[config.mk]
export PLATFORM = sky130hd
export DESIGN_NAME = clfb_top
export DESIGN_NICKNAME = d
export VERILOG_FILES = /design/src/common/clfb_pkg.sv /design/src/hdl/clfb_brake_ratio.sv /design/src/hdl/clfb_top.sv
export SDC_FILE = /design/constraint.sdc
export NUM_CORES = 1
export LEC_CHECK = 0
export ABC_AREA = 1
export BUFFER_PORTS_ARGS = -buffer_cell sky130_fd_sc_hd__buf_2
export CORE_ASPECT_RATIO = 1.1
export CORE_MARGIN = 2
export CORE_UTILIZATION = 30
export DETAILED_ROUTE_END_ITERATION = 12
export GPL_TIMING_DRIVEN = 0
export PLACE_DENSITY_LB_ADDON = 0.1
export SLEW_MARGIN = 0
export SYNTH_ARGS = -nofsm -noshare
export SYNTH_HDL_FRONTEND = slang
export SYNTH_HIERARCHICAL = 1
export SYNTH_SLANG_ARGS = --single-unit
[constraint.sdc]
create_clock -name sys_clk_i -period 2 [get_ports sys_clk_i]
set_input_delay 0.4 -clock sys_clk_i [delete_from_list [all_inputs] [get_ports sys_clk_i]]
set_output_delay 0.4 -clock sys_clk_i [all_outputs]
set_load 0.03 [all_outputs]
[src/common/clfb_pkg.sv]
package clfb_pkg;
  // register map: printed offset feedback_loop_control is not a multiple of four, so it is an index
  localparam logic [7:0]  REG_IDX_FB_LOOP_CTRL = 8'h23;
  localparam logic [31:0] ADDR_FB_LOOP_CTRL    = 32'h0000_008c;
  localparam logic [7:0]  ADDR_IDX_STATUS      = 8'h24;
  localparam logic [31:0] ADDR_STATUS          = 32'h0000_0090;
  localparam int          ADDR_W               = 12;

  // field positions
  localparam int NG_BIT        = 7;
  localparam int BRAKE_LSB     = 4;
  localparam int BRAKE_MSB     = 6;
  localparam int LOOP_LSB      = 2;
  localparam int LOOP_MSB      = 3;
  localparam int BEMF_LSB      = 0;
  localparam int BEMF_MSB      = 1;

  // reset value: ng 0, brake 3, loop 1, bemf 2
  localparam logic [7:0] FB_LOOP_CTRL_RST = 8'h36;

  localparam logic [2:0] BRAKE_CODE_OFF = 3'h7;

  // noise gate thresholds on an 8-bit magnitude scale (full = 255)
  localparam logic [7:0] NG_THR_LOW  = 8'h0a;
  localparam logic [7:0] NG_THR_HIGH = 8'h14;

  // ahb-lite
  localparam logic [1:0] HTRANS_IDLE   = 2'h0;
  localparam logic [1:0] HTRANS_NONSEQ = 2'h2;
  localparam logic [2:0] HSIZE_WORD    = 3'h2;
endpackage

[src/hdl/clfb_brake_ratio.sv]
`timescale 1ns/10ps
`default_nettype none
module clfb_brake_ratio (
  input  wire logic [2:0] code_i,
  output logic      [4:0] ratio_o,
  output logic            brake_en_o
);
  always_comb begin
    brake_en_o = 1'b1;
    case (code_i)
      3'h0: ratio_o = 5'h01;
      3'h1: ratio_o = 5'h02;
      3'h2: ratio_o = 5'h03;
      3'h3: ratio_o = 5'h04;
      3'h4: ratio_o = 5'h06;
      3'h5: ratio_o = 5'h08;
      3'h6: ratio_o = 5'h10;
      default: begin
        ratio_o    = 5'h00;
        brake_en_o = 1'b0;
      end
    endcase
  end
endmodule
`default_nettype wire

[src/hdl/clfb_top.sv]
// Decided for this implementation: the AHB-Lite interface to the registers.
`timescale 1ns/10ps
`default_nettype none
module clfb_top (
  input  wire logic        sys_clk_i,
  input  wire logic        rst_n_i,
  input  wire logic        clk_en_i,
  input  wire logic        hsel_i,
  input  wire logic [31:0] haddr_i,
  input  wire logic [1:0]  htrans_i,
  input  wire logic        hwrite_i,
  input  wire logic [2:0]  hsize_i,
  input  wire logic [31:0] hwdata_i,
  input  wire logic        hready_i,
  output logic      [31:0] hrdata_o,
  output logic             hreadyout_o,
  output logic             hresp_o,
  input  wire logic        cal_wr_i,
  input  wire logic [1:0]  cal_backemf_amp_gain_i,
  input  wire logic        cal_busy_i,
  input  wire logic        braking_i,
  input  wire logic        drive_vld_i,
  input  wire logic        drive_neg_i,
  input  wire logic [7:0]  drive_mag_i,
  output logic             out_neg_o,
  output logic      [7:0]  out_mag_o,
  output logic      [4:0]  brake_ratio_o,
  output logic             brake_fb_en_o,
  output logic      [1:0]  loop_speed_o,
  output logic      [1:0]  backemf_amp_gain_o
);

  typedef struct packed {
    logic        wr_pend;
    logic [31:0] wr_addr;
    logic [7:0]  ctrl;
    logic        cfg_after_cal;
    logic [31:0] rdata;
    logic        out_neg;
    logic [7:0]  out_mag;
  } clfb_state_t;

  clfb_state_t s_q;
  clfb_state_t s_d;

  logic [4:0] ratio_w;
  logic       brake_en_w;
  logic       ng_sel_w;
  logic [7:0] thr_w;
  logic       rd_req_w;
  logic       wr_hit_w;

  clfb_brake_ratio u_ratio (
    .code_i     (s_q.ctrl[clfb_pkg::BRAKE_MSB:clfb_pkg::BRAKE_LSB]),
    .ratio_o    (ratio_w),
    .brake_en_o (brake_en_w)
  );

  assign ng_sel_w = s_q.ctrl[clfb_pkg::NG_BIT];
  assign rd_req_w = hsel_i && hready_i && htrans_i == clfb_pkg::HTRANS_NONSEQ && !hwrite_i;
  assign wr_hit_w = s_q.wr_pend && s_q.wr_addr == clfb_pkg::ADDR_FB_LOOP_CTRL;

  always_comb begin
    s_d = s_q;
    thr_w = ng_sel_w ? clfb_pkg::NG_THR_HIGH : clfb_pkg::NG_THR_LOW;
    s_d.wr_pend = 1'b0;
    if (hsel_i && hready_i && htrans_i == clfb_pkg::HTRANS_NONSEQ && hwrite_i) begin
      s_d.wr_pend = 1'b1;
      s_d.wr_addr = haddr_i;
    end
    // running calibration clears the status flag; a host write in the same cycle sets it
    if (cal_busy_i) begin
      s_d.cfg_after_cal = 1'b0;
    end
    if (wr_hit_w) begin
      s_d.ctrl = hwdata_i[7:0];
      // status: written since calibration
      s_d.cfg_after_cal = 1'b1;
    end
    // calibration stores gain, host write loses
    if (cal_wr_i) begin
      s_d.ctrl[clfb_pkg::BEMF_MSB:clfb_pkg::BEMF_LSB] = cal_backemf_amp_gain_i;
    end
    if (rd_req_w) begin
      if (haddr_i == clfb_pkg::ADDR_FB_LOOP_CTRL) begin
        s_d.rdata = {24'h000000, s_d.ctrl};
      end else if (haddr_i == clfb_pkg::ADDR_STATUS) begin
        s_d.rdata = {30'h00000000, brake_en_w, s_q.cfg_after_cal};
      end else begin
        s_d.rdata = 32'h00000000;
      end
    end
    if (drive_vld_i) begin
      s_d.out_neg = drive_neg_i;
      s_d.out_mag = drive_mag_i;
      if (drive_mag_i < thr_w) begin
        s_d.out_mag = 8'h00;
        s_d.out_neg = 1'b0;
      end
      // no feedback while braking with code 7
      if (braking_i && !brake_en_w) begin
        s_d.out_mag = 8'h00;
        s_d.out_neg = 1'b0;
      end
    end
  end

  always_ff @(posedge sys_clk_i or negedge rst_n_i) begin
    if (!rst_n_i) begin
      s_q.wr_pend       <= 1'b0;
      s_q.wr_addr       <= 32'h00000000;
      s_q.ctrl          <= clfb_pkg::FB_LOOP_CTRL_RST;
      s_q.cfg_after_cal <= 1'b0;
      s_q.rdata         <= 32'h00000000;
      s_q.out_neg       <= 1'b0;
      s_q.out_mag       <= 8'h00;
    end else if (clk_en_i) begin
      s_q <= s_d;
    end
  end

  assign hrdata_o    = s_q.rdata;
  // zero wait states, always okay
  assign hreadyout_o = 1'b1;
  assign hresp_o     = 1'b0;
  assign out_neg_o   = s_q.out_neg;
  assign out_mag_o   = s_q.out_mag;
  assign brake_ratio_o = ratio_w;
  assign brake_fb_en_o = brake_en_w;
  assign loop_speed_o = s_q.ctrl[clfb_pkg::LOOP_MSB:clfb_pkg::LOOP_LSB];
  assign backemf_amp_gain_o = s_q.ctrl[clfb_pkg::BEMF_MSB:clfb_pkg::BEMF_LSB];

endmodule
`default_nettype wire
==> results of run 1 <==
## final cells by class
| class | instances | area (µm²) |
|---|---|---|
| clock buffers | 13 | 240 |
| fillers | 1136 | 6270 |
| repair buffers | 88 | 443 |
| plain buffers | 54 | 388 |
| well taps | 143 | 179 |
| multi-input cells | 259 | 1280 |
| inverters | 51 | 196 |
| flip-flops and latches | 59 | 1480 |
| clock inverters | 3 | 15.0 |
## where the power goes
part / switching (mW) / internal [mW] / leakage (nW) / total [mW]
clock: 0.510 / 0.831 / 0.127 / 1.34
sequential: 0.0762 / 1.35 / 0.753 / 1.42
combinational: 0.354 / 0.246 / 1.45 / 0.600
## cells in the mapped netlist, types with 5 or more instances
master	n
o21ai_0	30
nand2_1	93
inv_1	43
o21ai_2	5
nand3_1	28
buf_4	47
dfrtp_1	55
nor2_1	29
clkbuf_1	5
inv_2	7
nand4_1	8
## metrics by stage
stage	instances	util	total power [mW]	area [µm²]
CTS	670	0.403	3.44	4230
global route	670	0.403	3.57	4230
finish	670	0.403	3.36	4230
floorplan	423	-	1.86	3350
global placement	654	0.378	2.04	3970
detailed placement	654	0.378	2.05	3970
## worst reg2reg max path, cell delays in order, from the launching register on
cell and delay [ns]:
dfrtp_1 0.37, nor2_1 0.11, nand2_1 0.07, nor2_2 0.17, nand2_2 0.08, nor2_4 0.13, nand2_4 0.09, inv_6 0.11
nand2_4 0.07, buf_6 0.15, nand2_1 0.07, o21ai_2 0.05
## per-layer routing
layer,routed length [µm],share of wire,global-route usage
met1,3470,0.46,0.174
met2,3550,0.47,0.214
met3,401,0.053,0.0315
met4,102,0.014,0.0684
met5,0,0,0
## registers in the layout, summed over array words and instances, names as in the netlist
signal,flops
out_mag_o,8
s_q,37
loop_speed_o,2
ng_sel_w,1
hrdata_o,8
backemf_amp_gain_o,2
out_neg_o,1
## worst paths after layout
kind / from / endpoint
setup / recovery: s_q[47] / brake_ratio_o[4]
hold / removal: rst_n_i / out_mag_o[5]
setup reg to reg: s_q[69] / loop_speed_o[1]
hold reg to reg: backemf_amp_gain_o[1] / backemf_amp_gain_o[1]
max in group asynchronous: rst_n_i / s_q[58]
min in group sys_clk_i: drive_mag_i[6] / out_mag_o[6]
## cells by family (layout without fill, tap and decap cells)
group / after synthesis / count (layout) / share of synthesized area
other: 2 / 26 / 0.00231
AO/OA/AOI/OAI: 48 / 48 / 0.0860
multiplexers: 4 / 4 / 0.0138
AND/OR/NAND/NOR: 178 / 178 / 0.252
adder cells (fa/ha/maj): 3 / 3 / 0.0115
flip-flops: 59 / 59 / 0.455
buffers and inverters: 105 / 209 / 0.179
==> results.cfg, run 1 <==
[grt]
grt_pass1_vias = 2638
grt_usage = 0.136
grt_overflow = 0
antenna_found_initial = 0
grt_max_degree = 60
grt_pass1_wl_um = 12200

[worst_setup_path]
path_max_fanout = 8
worstSetupStartpointType = flop
path_cells = inv_1 > nor3_2 > buf_2
r2r_slack_ns = 0.42
crit_type = reg -> out
cp.depth = 3
critPathMaxStageDelay_ns = 0.61
critical_path.slowest_cell = dfstp_2
crit_path_end_kind = primary output
arrival_ns = 1.38
crit_buf_inv = 2
critical_path_required_ns = 1.60
crit_family = flip-flops
reg2reg_depth = 11

[floorplan]
die_area_mm2 = 0.0117
die_h_um = 113
core_mm2 = 0.0105
start_util = 0.311
num_io_pins = 143
die_x_um = 103
row_count = 39

[finish]
final_common_cell = nand2_1
n_antenna_cell = 0
drive_gt1_frac = 0.345
final_cell_mix = nand2_1, buf_2, dfrtp_1, buf_4, inv_1
fin_nets = 615
area_growth_pct = 29.7

[clock_tree]
clock-sinks = 59
cts_max_level = 3
cts_root_buf = clkbuf_16
clk_pin_slew_worst_paths_ns = 0.05
cts_buffer_depth = 2
cts_tree = done
insertion_delay_ns = 0.32
ctsResizeCount = 0
numCtsBuffers = 9
cts_setup_buffers = 0
holdBufCountCts = 0

[sta]
period_needed_ns = 1.78
worst-slew-pin-transition_ns = 0.771
relSlewSlack = 0.486
fin_setup_tns_ns = 0
setup_viol_count_final = 0
timing.final.crit_share = 0.890
slew_violations = 0
whs_ns = 0.167
fin_ws_ns = 0.220
rsz0062_at_grt = false
fmax_mhz = 562
finalClockSkew_ns = 0.00404
final-hold-violation-count = 0

[route]
avgRoutedWirePerCell_um = 11.2
drcViolationCount = 0
ant_nets = 0
vias = 2775
first_iter_violations = 83
vias_per_cell = 4.14
wl_um = 7530
drt_first_pass_iters = 5

[hold_path]
hold_path.class = in -> async

[synth]
ys_seq_elements = 59
yosys_warnings = 6
synth_largest_area_cell = dfrtp_1
synth_edf_count = 0
syn_avg_cell_area_um2 = 8.17
syn-cell-area_mm2 = 0.00326
synthArstFlopShare = 1.00
ys.flop_type = dfrtp_1
yosysTopAreaCellShare = 0.422
synthTopCellsByArea = dfrtp_1, buf_4, nand2_1
synth_seq_area_share = 0.455
postSynthCellCount = 399
synthDistinctLibCells = 37

[power]
powerDensity_mw_per_mm2 = 796
ir_worst_vdd_v = 0.000316
p_leak_nw = 2.33

[outcome]
outcome = finished clean

[placement]
dpl.hpwl_um = 5780
pre_cts_ws_ns = 0.289
numPortBuffers = 88
gp_congestion = 0.744

[flow_run]
max-cap-violations = 0
(Power assumes the default switching activity.)
==> run 2, diff against run 1 <==
--- a/config.mk
+++ b/config.mk
@@ -9,7 +9,7 @@
 export BUFFER_PORTS_ARGS = -buffer_cell sky130_fd_sc_hd__buf_2
 export CORE_ASPECT_RATIO = 1.1
 export CORE_MARGIN = 2
-export CORE_UTILIZATION = 30
+export CORE_UTILIZATION = 40
 export DETAILED_ROUTE_END_ITERATION = 12
 export GPL_TIMING_DRIVEN = 0
 export PLACE_DENSITY_LB_ADDON = 0.1
==> results.cfg, run 2 (synthesis gave the netlist of run 1 again) <==
[outcome]
outcome = finished clean

[finish]
final_common_cell = nand2_1
n_antenna_cell = 0
largest_register = s_q
multi_input_area_mm2 = 0.00128
fin_nets = 615
largest_reg_flops = 37
final_util = 0.517
regArea_mm2 = 0.00148
area_growth_pct = 25.5
fillers = 810
final_cell_mix = nand2_1, buf_2, dfrtp_1, buf_4, inv_1
drive_gt1_frac = 0.347

[clock_tree]
numCtsBuffers = 9
clock-sinks = 59
clk_pin_slew_worst_paths_ns = 0.07
cts_max_level = 3
cts_buffer_depth = 2
cts_tree = done
ctsResizeCount = 0
cts_root_buf = clkbuf_8
insertion_delay_ns = 0.33
cts_setup_buffers = 0
holdBufCountCts = 0

[sta]
fin_setup_tns_ns = 0
setup_viol_count_final = 0
worst-slew-pin-transition_ns = 0.760
fin_ws_ns = 0.221
finalClockSkew_ns = 0.00680
fmax_mhz = 562
final-hold-violation-count = 0
rsz0062_at_grt = false
slew_violations = 0
period_needed_ns = 1.78
timing.final.crit_share = 0.889
relSlewSlack = 0.494

[power]
ir_worst_vdd_v = 0.000298
powerDensity_mw_per_mm2 = 720
p_leak_nw = 2.29
finalPower_mw = 2.95

[grt]
grt_pass1_wl_um = 11900
grt_pass1_vias = 2622
antenna_found_initial = 0
grt_usage = 0.166
grt_max_degree = 60
grt_overflow = 0

[floorplan]
die_area_mm2 = 0.00888
start_util = 0.412
row_count = 34
die_h_um = 98.7
die_x_um = 90.1
num_io_pins = 143
core_mm2 = 0.00791

[worst_setup_path]
crit_path_end_kind = primary output
worstSetupStartpointType = flop
crit_type = reg -> out
arrival_ns = 1.38
path_max_fanout = 9
critical_path_required_ns = 1.60

[placement]
gp_congestion = 0.752
pre_cts_ws_ns = 0.349
dpl.hpwl_um = 5430
numPortBuffers = 88

[route]
avgRoutedWirePerCell_um = 11.0
drcViolationCount = 0
wl_um = 7000
vias = 2759
first_iter_violations = 130
drt_first_pass_iters = 4
vias_per_cell = 4.34
ant_nets = 0

[hold_path]
hold_path.class = in -> async

[flow_run]
max-cap-violations = 0
## run 2: where the power goes
group	leakage [nW]	switching [mW]	internal [mW]	total, mW
Combinational	1.45	0.353	0.246	0.598
Clock	0.0872	0.446	0.478	0.924
Sequential	0.753	0.0779	1.34	1.42
## run 2: worst max-delay path, cell delays in order, from the launching register on
cell	delay, ns
dfstp_2	0.62
nand3_1	0.20
buf_2	0.24
## run 2: layout make-up
type                    instances  share of cell area
multi-input cells             259               0.314
well taps                     108              0.0330
flip-flops and latches         59               0.362
inverters                      51              0.0480
repair buffers                 88               0.108
clock inverters                 3             0.00367
plain buffers                  54              0.0948
clock buffers                  13              0.0364
## run 2: path summary, 6_finish.rpt
path | startpoint | end | slack (ns) | cells after the start
max in group asynchronous | rst_n_i | s_q[82] | 1.35 | 1
min in group sys_clk_i | drive_mag_i[6] | out_mag_o[6] | 0.30 | 3
setup reg to reg | s_q[69] | loop_speed_o[1] | 0.42 | 11
hold reg to reg | out_mag_o[6] | out_mag_o[6] | 0.48 | 2
setup / recovery | s_q[46] | brake_fb_en_o | 0.22 | 2
hold / removal | rst_n_i | out_mag_o[6] | 0.11 | 1
## run 2: stage by stage
| step | instance area (µm²) | cells | hold slack (ns) |
|---|---|---|---|
| floorplan | 3350 | 423 | 0.104 |
| global placement | 3920 | 619 | 0.456 |
| finish | 4090 | 635 | 0.110 |
| global route | 4090 | 635 | 0.189 |
| detailed placement | 3920 | 619 | 0.465 |
| CTS | 4090 | 635 | 0.279 |
## run 2: per-layer routing
layer,wire length [µm],vias up,track usage,part of all wire
li1,-,1429,-,-
met1,3150,1244,0.220,0.45
met2,3380,80,0.267,0.48
met3,406,6,0.0321,0.058
met4,59,0,0.0757,0.0084
met5,0,-,0,0
==> run 3, diff against run 2 <==
--- a/config.mk
+++ b/config.mk
@@ -7,9 +7,12 @@
 export LEC_CHECK = 0
 export ABC_AREA = 1
 export BUFFER_PORTS_ARGS = -buffer_cell sky130_fd_sc_hd__buf_2
+export CELL_PAD_IN_SITES_DETAIL_PLACEMENT = 1
+export CELL_PAD_IN_SITES_GLOBAL_PLACEMENT = 1
 export CORE_ASPECT_RATIO = 1.1
 export CORE_MARGIN = 2
-export CORE_UTILIZATION = 40
+export CORE_UTILIZATION = 34
+export CTS_CLUSTER_SIZE = 16
 export DETAILED_ROUTE_END_ITERATION = 12
 export GPL_TIMING_DRIVEN = 0
 export PLACE_DENSITY_LB_ADDON = 0.1
==> results.cfg, run 3 (synthesis gave the netlist of run 1 again) <==
[clock_tree]
clock-sinks = 59
cts_setup_buffers = 0
cts_root_buf = clkbuf_8
numCtsBuffers = 9
holdBufCountCts = 0
ctsResizeCount = 0
clk_pin_slew_worst_paths_ns = 0.07
cts_tree = done
cts_buffer_depth = 2
cts_max_level = 3
insertion_delay_ns = 0.33

[worst_setup_path]
critical_path_required_ns = 1.60
path_max_fanout = 9
reg2reg_depth = 11
worstReg2RegStart = s_q[56]
crit_buf_inv = 1
crit_path_end_kind = primary output
crit_type = reg -> out
worstSetupStartpointType = flop
arrival_ns = 1.37
crit_family = flip-flops
startpoint = s_q[46]
critPathMaxStageDelay_ns = 0.62
r2r_slack_ns = 0.43
path_cells = nand3_1 > buf_2
critical_path.slowest_cell = dfstp_2
r2r_end = loop_speed_o[1]

[route]
top_layer = met4
wl_um = 7940
drcViolationCount = 0
wl_met2_um = 3920
drt_first_pass_iters = 7
first_iter_violations = 74
vias_per_cell = 4.43
met1_length_um = 3530
met3_length_um = 390
ant_nets = 0
vias = 2852
avgRoutedWirePerCell_um = 12.3

[sta]
finalClockSkew_ns = 0.00888
slew_violations = 0
fmax_mhz = 566
worst-slew-pin-transition_ns = 0.773
fin_setup_tns_ns = 0
final-hold-violation-count = 0
relSlewSlack = 0.485
period_needed_ns = 1.77
timing.final.crit_share = 0.884
rsz0062_at_grt = false
setup_viol_count_final = 0

[floorplan]
core_mm2 = 0.00935
die_x_um = 97.3
start_util = 0.348
num_io_pins = 143
row_count = 37
die_h_um = 107
die_area_mm2 = 0.0104

[outcome]
outcome = finished clean

[finish]
final_util = 0.449
area_growth_pct = 28.8
largest_register = s_q
largest_reg_flops = 37
final_common_cell = nand2_1
final_cell_mix = nand2_1, buf_2, dfrtp_1, buf_4, inv_1
n_antenna_cell = 0
fin_nets = 615
drive_gt1_frac = 0.353

[grt]
antenna_found_initial = 0
grt_pass1_wl_um = 13100
grt_pass1_vias = 2816
grt_usage = 0.160
grt_overflow = 0
grt_max_degree = 60

[power]
p_leak_nw = 2.34
powerDensity_mw_per_mm2 = 816
ir_worst_vdd_v = 0.000301

[flow_run]
max-cap-violations = 0

[hold_path]
hold_path.class = in -> async

[placement]
gp_congestion = 0.758
dpl.hpwl_um = 6260
numPortBuffers = 88
-- run 3: cell types whose count changed in the layout (fill, tap and decap cells not counted) --
cell | before | now
clkbuf_8 | 10 | 12
clkinv_2 | 3 | 1
bufinv_16 | 0 | 3
clkbuf_1 | 8 | 5
-- run 3: area by class of cell --
cell class / count / area, µm²
multi-input cells: 259 / 1280
well taps: 117 / 146
fillers: 1200 / 5150
flip-flops and latches: 59 / 1480
clock inverters: 4 / 95.1
repair buffers: 88 / 443
clock buffers: 12 / 165
plain buffers: 54 / 388
inverters: 51 / 196
-- run 3: routing by layer --
| metal | vias up | GRT usage |
|---|---|---|
| met2 | 74 | 0.269 |
| met1 | 1334 | 0.204 |
| met3 | 9 | 0.0313 |
| met5 | - | 0 |
| li1 | 1435 | - |
| met4 | 0 | 0.0625 |
-- run 3: metrics by stage --
stage	instances	hold slack, ns	setup WS [ns]	total power, mW	instance area [µm²]
2_1_floorplan	423	0.104	0.423	1.86	3350
3_3_place_gp	628	0.462	0.311	2.04	3940
3_5_place_dp	628	0.474	0.270	2.06	3940
4_1_cts	644	0.272	0.197	3.48	4200
5_1_grt	644	0.178	0.127	3.61	4200
6_report	644	0.128	0.232	3.43	4200
-- run 3: report_power, final --
group          leakage [nW]  total (mW)  switching, mW  internal, mW
Combinational          1.45       0.602          0.356         0.246
Clock                 0.133        1.40          0.471         0.928
Sequential            0.753        1.42         0.0803          1.34
-- run 3: how the worst max path moves through the flow --
stage,endpoint,slack [ns],cells past startpoint
3_5_place_dp,hrdata_o[3],0.27,9
4_1_cts,brake_fb_en_o,0.20,2
2_1_floorplan,out_mag_o[5],0.42,4
5_1_grt,brake_ratio_o[4],0.13,3
6_report,brake_fb_en_o,0.23,2
3_3_place_gp,hrdata_o[3],0.31,8
